[config.mk]
export PLATFORM = sky130hd
export DESIGN_NAME = trigger_route
export DESIGN_NICKNAME = d
export VERILOG_FILES = /design/src/route_pkg.sv /design/src/limit_waveform.sv /design/src/ahb_regs.sv /design/src/trigger_route.sv
export SDC_FILE = /design/constraint.sdc
export NUM_CORES = 1
export LEC_CHECK = 0
export BUFFER_PORTS_ARGS = -buffer_cell sky130_fd_sc_hd__buf_2
export CORE_MARGIN = 2
export CORE_UTILIZATION = 43
export CTS_CLUSTER_SIZE = 40
export DETAILED_ROUTE_END_ITERATION = 7
export HOLD_SLACK_MARGIN = 0.12
export PLACE_DENSITY_LB_ADDON = 0.12
export SLEW_MARGIN = 30
export SYNTH_ARGS = -nofsm -noshare
export SYNTH_HDL_FRONTEND = slang
export SYNTH_HIERARCHICAL = 1
export SYNTH_SLANG_ARGS = --single-unit
[constraint.sdc]
create_clock -name clk_sys -period 1.6 [get_ports clk_sys]
set_input_delay 0.08 -clock clk_sys [delete_from_list [all_inputs] [get_ports clk_sys]]
set_output_delay 0.08 -clock clk_sys [all_outputs]
set_load 0.01 [all_outputs]
[src/route_pkg.sv]
// Shared constants and carrier types for the modulator, timer and converter routing
package route_pkg;

  // Register byte offsets on the AHB-Lite slave
  localparam logic [7:0] CTRL_OFFSET = 8'h00;
  localparam logic [7:0] SRC_OFFSET = 8'h04;
  localparam logic [7:0] SWCTL_OFFSET = 8'h08;
  localparam logic [7:0] STATUS_OFFSET = 8'h0c;
  localparam int ADDR_BITS = 8;

  // Control register field positions
  localparam int TIMER3_INPUT_SELECT_BIT = 0;
  localparam int CONV_MODE_LSB = 1;

  // Source select register: two bits per complementary pair
  localparam int SRC_PAIR_WIDTH = 2;
  localparam int PAIR_COUNT = 3;
  localparam int OUTPUT_COUNT = 6;

  // Software control register: low six bits are mode, next six the forced values
  localparam int SWCTL_MODE_LSB = 0;
  localparam int SWCTL_VALUE_LSB = 6;

  // Reset values
  localparam logic [31:0] CTRL_RESET = 32'h0000_0000;
  localparam logic [31:0] SRC_RESET = 32'h0000_0000;
  localparam logic [31:0] SWCTL_RESET = 32'h0000_0000;

  // Converter limit comparison result width
  localparam int RESULT_WIDTH = 12;

  typedef enum logic [1:0] {
    SRC_GENERATOR = 2'h0,
    SRC_PORT = 2'h1,
    SRC_TIMER = 2'h2,
    SRC_CONVERTER = 2'h3
  } source_type;

  typedef enum logic [1:0] {
    MODE_SEQUENTIAL = 2'h0,
    MODE_SIMULTANEOUS = 2'h1,
    MODE_PARALLEL_INDEPENDENT = 2'h2
  } conv_mode_type;

  // Inputs from the peripheral blocks around the router
  typedef struct packed {
    logic [5:0] generator;
    logic [3:0] timer_out;
    logic [2:0] port_b_lines;
    logic [2:0] limit_high;
    logic [2:0] limit_low;
  } sources_type;

  typedef struct packed {
    logic converter_a_start;
    logic converter_b_start;
  } conv_start_type;

endpackage : route_pkg

[src/limit_waveform.sv]
// Converts converter over/under-limit flags into held waveform levels
`timescale 1ns/1ps
`default_nettype none
module limit_waveform (
  input wire logic clk_sys,
  input wire logic rstn,
  input wire logic [2:0] limit_high,
  input wire logic [2:0] limit_low,
  output logic [2:0] wave
);

  logic [2:0] wave_reg;

  // Level holds between the limits; high limit takes priority
  always_ff @(posedge clk_sys or negedge rstn) begin
    if (!rstn) begin
      wave_reg <= 3'h0;
    end else begin
      for (int i = 0; i < 3; i++) begin
        if (limit_high[i]) begin
          wave_reg[i] <= 1'b0;
        end else if (limit_low[i]) begin
          wave_reg[i] <= 1'b1;
        end
      end
    end
  end

  assign wave = wave_reg;

endmodule : limit_waveform
`default_nettype wire

[src/ahb_regs.sv]
// AHB-Lite slave holding the routing control registers
`timescale 1ns/1ps
`default_nettype none
module ahb_regs (
  input wire logic clk_sys,
  input wire logic rstn,
  input wire logic hsel,
  input wire logic [31:0] haddr,
  input wire logic [1:0] htrans,
  input wire logic hwrite,
  input wire logic [2:0] hsize,
  input wire logic [31:0] hwdata,
  input wire logic hready,
  input wire logic [31:0] status,
  output logic [31:0] hrdata,
  output logic hreadyout,
  output logic hresp,
  output logic [31:0] ctrl,
  output logic [31:0] src,
  output logic [31:0] swctl
);

  logic [31:0] ctrl_reg;
  logic [31:0] src_reg;
  logic [31:0] swctl_reg;
  logic [31:0] hrdata_reg;
  logic wr_pending_reg;
  logic [7:0] wr_addr_reg;
  logic take;

  function automatic logic [31:0] read_mux(input logic [7:0] a, input logic [31:0] c,
                                           input logic [31:0] s, input logic [31:0] w,
                                           input logic [31:0] st);
    if (a == route_pkg::CTRL_OFFSET) begin
      read_mux = c;
    end else if (a == route_pkg::SRC_OFFSET) begin
      read_mux = s;
    end else if (a == route_pkg::SWCTL_OFFSET) begin
      read_mux = w;
    end else if (a == route_pkg::STATUS_OFFSET) begin
      read_mux = st;
    end else begin
      read_mux = 32'h0000_0000;
    end
  endfunction : read_mux

  // Zero wait states; unmapped addresses read zero and ignore writes
  assign take = hsel && hready && htrans[1] && (hsize == 3'h2);

  always_ff @(posedge clk_sys or negedge rstn) begin
    if (!rstn) begin
      wr_pending_reg <= 1'b0;
      wr_addr_reg <= 8'h00;
    end else begin
      wr_pending_reg <= take && hwrite;
      wr_addr_reg <= haddr[7:0];
    end
  end

  always_ff @(posedge clk_sys or negedge rstn) begin
    if (!rstn) begin
      hrdata_reg <= 32'h0000_0000;
    end else if (take && !hwrite) begin
      hrdata_reg <= read_mux(haddr[7:0], ctrl_reg, src_reg, swctl_reg, status);
    end
  end

  always_ff @(posedge clk_sys or negedge rstn) begin
    if (!rstn) begin
      ctrl_reg <= route_pkg::CTRL_RESET;
      src_reg <= route_pkg::SRC_RESET;
      swctl_reg <= route_pkg::SWCTL_RESET;
    end else if (wr_pending_reg) begin
      if (wr_addr_reg == route_pkg::CTRL_OFFSET) begin
        ctrl_reg <= {29'h0, hwdata[2:0]};
      end else if (wr_addr_reg == route_pkg::SRC_OFFSET) begin
        src_reg <= {26'h0, hwdata[5:0]};
      end else if (wr_addr_reg == route_pkg::SWCTL_OFFSET) begin
        swctl_reg <= {20'h0, hwdata[11:0]};
      end
    end
  end

  assign hrdata = hrdata_reg;
  assign hreadyout = 1'b1;
  assign hresp = 1'b0;
  assign ctrl = ctrl_reg;
  assign src = src_reg;
  assign swctl = swctl_reg;

endmodule : ahb_regs
`default_nettype wire

[src/trigger_route.sv]
// Routing of modulator reload, timer outputs and converter triggers, with alternate pair sources
//
// Behaviour
// - Modulator reload pulse can serve as timer channel 3 input.
// - One control bit chooses whether reload pulse feeds timer channel 3.
// - Timer 3 output drives master trigger; timer 2 drives second trigger.
// - Sequential or simultaneous mode: master trigger starts both converters.
// - Parallel independent: second trigger starts converter B, master starts A.
// - Alternate source only when both pair channels software-controlled with values 1.
// - Port source: line two to outputs 0,1; three to 2; four to 4,5.
// - Timer source: timer 0 to outputs 0,1; 2 to 2; 3 to 4,5.
// - Converter source: sample 0 to outputs 0,1; 1 to 2; 2 to 4,5.
// - Limit waveform goes low above high limit, high below low limit.
// - Modulator generator stays selectable for every pair.
//
// The implementer's own choices: the register offsets and the AHB-Lite slave port.
`timescale 1ns/1ps
`default_nettype none
module trigger_route (
  input wire logic clk_sys,
  input wire logic rstn,
  input wire logic hsel,
  input wire logic [31:0] haddr,
  input wire logic [1:0] htrans,
  input wire logic hwrite,
  input wire logic [2:0] hsize,
  input wire logic [31:0] hwdata,
  input wire logic hready,
  output logic [31:0] hrdata,
  output logic hreadyout,
  output logic hresp,
  input wire logic reload_pulse,
  input wire logic timer3_pin_input,
  input wire route_pkg::sources_type sources,
  output logic timer3_input,
  output logic adc_master_trigger,
  output logic adc_second_trigger,
  output route_pkg::conv_start_type conv_start,
  output logic [5:0] pwm_out
);

  logic [31:0] ctrl;
  logic [31:0] src;
  logic [31:0] swctl;
  logic [31:0] status;
  logic [2:0] port_adc_second_trigger_reg;
  logic [2:0] port_sync2_reg;
  logic [2:0] limit_wave;
  logic timer3_input_select;
  route_pkg::conv_mode_type conv_mode;
  logic [5:0] sw_mode;
  logic [5:0] sw_value;
  logic [2:0] pair_alt;
  logic [2:0] pair_wave;
  logic [5:0] pwm_next;
  logic [5:0] pwm_reg;
  logic master_reg;
  logic second_reg;
  route_pkg::conv_start_type conv_start_reg;

  ahb_regs u_regs (
    .clk_sys(clk_sys),
    .rstn(rstn),
    .hsel(hsel),
    .haddr(haddr),
    .htrans(htrans),
    .hwrite(hwrite),
    .hsize(hsize),
    .hwdata(hwdata),
    .hready(hready),
    .status(status),
    .hrdata(hrdata),
    .hreadyout(hreadyout),
    .hresp(hresp),
    .ctrl(ctrl),
    .src(src),
    .swctl(swctl)
  );

  limit_waveform u_limit (
    .clk_sys(clk_sys),
    .rstn(rstn),
    .limit_high(sources.limit_high),
    .limit_low(sources.limit_low),
    .wave(limit_wave)
  );

  // Port lines come from pins and need synchronising
  always_ff @(posedge clk_sys or negedge rstn) begin
    if (!rstn) begin
      port_adc_second_trigger_reg <= 3'h0;
      port_sync2_reg <= 3'h0;
    end else begin
      port_adc_second_trigger_reg <= sources.port_b_lines;
      port_sync2_reg <= port_adc_second_trigger_reg;
    end
  end

  assign timer3_input_select = ctrl[route_pkg::TIMER3_INPUT_SELECT_BIT];
  assign conv_mode = route_pkg::conv_mode_type'(ctrl[route_pkg::CONV_MODE_LSB +: 2]);
  assign sw_mode = swctl[route_pkg::SWCTL_MODE_LSB +: route_pkg::OUTPUT_COUNT];
  assign sw_value = swctl[route_pkg::SWCTL_VALUE_LSB +: route_pkg::OUTPUT_COUNT];

  // Timer channel 3 input mux is combinational so the reload edge is not delayed
  assign timer3_input = timer3_input_select ? reload_pulse : timer3_pin_input;

  // Triggers registered so converters see clean copies of the timer outputs, one cycle later and as wide as the timer pulses
  always_ff @(posedge clk_sys or negedge rstn) begin
    if (!rstn) begin
      master_reg <= 1'b0;
      second_reg <= 1'b0;
    end else begin
      master_reg <= sources.timer_out[3];
      second_reg <= sources.timer_out[2];
    end
  end

  always_ff @(posedge clk_sys or negedge rstn) begin
    if (!rstn) begin
      conv_start_reg <= '0;
    end else begin
      conv_start_reg.converter_a_start <= sources.timer_out[3];
      case (conv_mode)
        route_pkg::MODE_PARALLEL_INDEPENDENT: begin
          conv_start_reg.converter_b_start <= sources.timer_out[2];
        end
        default: begin
          conv_start_reg.converter_b_start <= sources.timer_out[3];
        end
      endcase
    end
  end

  assign adc_master_trigger = master_reg;
  assign adc_second_trigger = second_reg;
  assign conv_start = conv_start_reg;

  function automatic logic pick(input logic [1:0] sel, input logic gen, input logic port,
                                input logic tmr, input logic lim);
    case (sel)
      route_pkg::SRC_PORT: pick = port;
      route_pkg::SRC_TIMER: pick = tmr;
      route_pkg::SRC_CONVERTER: pick = lim;
      default: pick = gen;
    endcase
  endfunction : pick

  // Pair index maps to outputs 2p and 2p+1, except pair 1, which drives output 2 only
  always_comb begin
    for (int p = 0; p < route_pkg::PAIR_COUNT; p++) begin
      pair_alt[p] = &sw_mode[2*p +: 2] && &sw_value[2*p +: 2];
    end
    pair_wave[0] = pick(src[1:0], sources.generator[0], port_sync2_reg[0],
                        sources.timer_out[0], limit_wave[0]);
    pair_wave[1] = pick(src[3:2], sources.generator[2], port_sync2_reg[1],
                        sources.timer_out[2], limit_wave[1]);
    pair_wave[2] = pick(src[5:4], sources.generator[4], port_sync2_reg[2],
                        sources.timer_out[3], limit_wave[2]);
    pwm_next = sources.generator;
    // Generator source keeps the pair's own complementary waveforms, not one copied twice
    if (pair_alt[0] && (src[1:0] != route_pkg::SRC_GENERATOR)) begin
      pwm_next[1:0] = {2{pair_wave[0]}};
    end
    // Only output 2 of the middle pair takes the alternate waveform
    if (pair_alt[1]) begin
      pwm_next[2] = pair_wave[1];
    end
    if (pair_alt[2] && (src[5:4] != route_pkg::SRC_GENERATOR)) begin
      pwm_next[5:4] = {2{pair_wave[2]}};
    end
  end

  always_ff @(posedge clk_sys or negedge rstn) begin
    if (!rstn) begin
      pwm_reg <= 6'h00;
    end else begin
      pwm_reg <= pwm_next;
    end
  end

  assign pwm_out = pwm_reg;
  assign status = {23'h0, limit_wave, pair_alt, pwm_reg[2:0]};

endmodule : trigger_route
`default_nettype wire

==> qor.csv <==
metric,value,unit
drt-total-wl,7.398,mm
path_clk_slew,0.07,ns
min_period,1.531,ns
fillers,666,
setup_violations,0,
grt_use_met3,5.452,%
place_ws,0.1079,ns
worstPathArrival,1.79,ns
met2_usage,29.99,%
slew_headroom,48.82,%
path_max_fanout,22,
clock_path_buffers,2,
tightest_slew,0.7677,ns
wl_per_cell,14.80,µm
reg2reg_slack,0.11,ns
clk_latency,0.33,ns
numClockSinks,80,
totalPowerFinal,3.765,mW
fin_setup_tns,0,ns
avgSynthCellArea,14.18,µm²
grt_pass1_vias,2404,
fin_hold_ws,0.1725,ns
busiest_layer,met2,
rows,32,
initial_core_util,44.14,%
grt_max_degree,49,
cts_resized,0,
cts_tree,done,
grt_pass1_wl,12.20,mm
num-nets-final,489,
hold_viol,0,
drv_slew,0,
dr_total_vias,2431,
drt_pass1_iterations,4,
synth_area,3376,µm²
area_delta_synth_final,36.47,%
ir_drop,0.5434,mV
grt_overflow,0,
worst_slack,0.06943,ns
core_area,7647,µm²
path_class,in2reg,
boundaryPins,140,
final.period_utilization,95.66,%
first_iter_violations,73,
fin_worst_skew,0.004553,ns
drive_above_1_share,36.68,%
fmax,653.4,MHz
place_hpwl,5.052,mm
drv_cap,0,
die_y,92.61,µm
die-area,8576,µm²
grt_use_total,18.63,%
final_area,4607,µm²
rsz0062_at_grt,false,
place_congestion,0.7354,
cts_buffers,9,
leakagePower,2.408,nW
die_width,92.61,µm
ys_warn_count,6,
fin_util,60.24,%
portBuffers,91,
stdcell_count,500,
use_met1,24.73,%
placed_area,4043,µm²
vias_per_cell,4.862,
n_antenna_cell,0,
antenna_left,0,
dp.cells,445,
syn_inst,238,
powerDensity,817.2,nW/µm²
antenna_found_initial,0,
cp-start-kind,input pin,
cts_root_buf,clkbuf_8,
status,"complete, no violations",
endpoint_kind,flop,
drc_errors,0,
hold_path.class,in2reg,
required,1.86,ns
cts_htree_levels,3,
largest_reg_flops,32,
## where the power goes
part           total [mW]  internal, mW  leakage, nW  switching (mW)
clock network        1.28         0.644       0.0838           0.635
logic               0.360         0.205         1.31           0.156
registers            2.13          2.08         1.02          0.0430
total                3.76          2.93         2.41           0.834
## routing by layer
metal,vias to the layer above,part of all wire [%]
met5,-,0
met4,0,0.92
met3,5,5.1
met2,62,48
met1,1191,46
li1,1173,-
## repair_timing
item / in CTS / in global routing
hold buffers: 39 / 0
hold endpoints to repair: 124 / 0
endpoints found under the setup margin: 0 / 2
setup buffers: 0 / 1
## critical path: stages
cell and delay (ns):
dlygate4sd3_1 0.53, buf_2 0.13, nor3b_2 0.19, buf_4 0.27
nand4_1 0.34, o2bb2ai_1 0.25
## final cells by class
class                      count  area, µm²  area share [%]
tap                          102      127.6           2.770
inverter                       7      26.28          0.5703
timing repair buffer         139      940.9           20.42
sequential                    80       2002           43.45
multi-input combinational    157       1344           29.17
clock buffer                  15      166.4           3.612
## layout by cell type, fill, tap and decap left out, types with 4 or more instances in the layout
master / count
a22o_1: 20
and3_1: 20
and4_1: 4
buf_2: 90
buf_4: 8
clkbuf_1: 4
clkbuf_8: 11
conb_1: 25
dfrtp_1: 80
dlygate4sd3_1: 39
inv_1: 7
mux2_2: 14
mux2_4: 10
mux2i_1: 12
o2bb2ai_1: 12
## worst paths after layout
check / startpoint / endpoint / cells past startpoint
setup / recovery: hwrite / u_regs/hrdata[10]$_DFFE_PN0P_ / 6
hold / removal: haddr[2] / u_regs/wr_addr_reg[2]$_DFF_PN0_ / 2
setup reg to reg: u_regs/wr_addr_reg[1]$_DFF_PN0_ / u_regs/ctrl[2]$_DFFE_PN0P_ / 3
hold reg to reg: port_adc_second_trigger_reg[0]$_DFF_PN0_ / port_sync2_reg[0]$_DFF_PN0_ / 0
max in group asynchronous: rstn / pwm_out[1]$_DFF_PN0_ / 3
min in group asynchronous: rstn / pwm_out[3]$_DFF_PN0_ / 2
No activity file was read; power rests on OpenSTA's default activity.
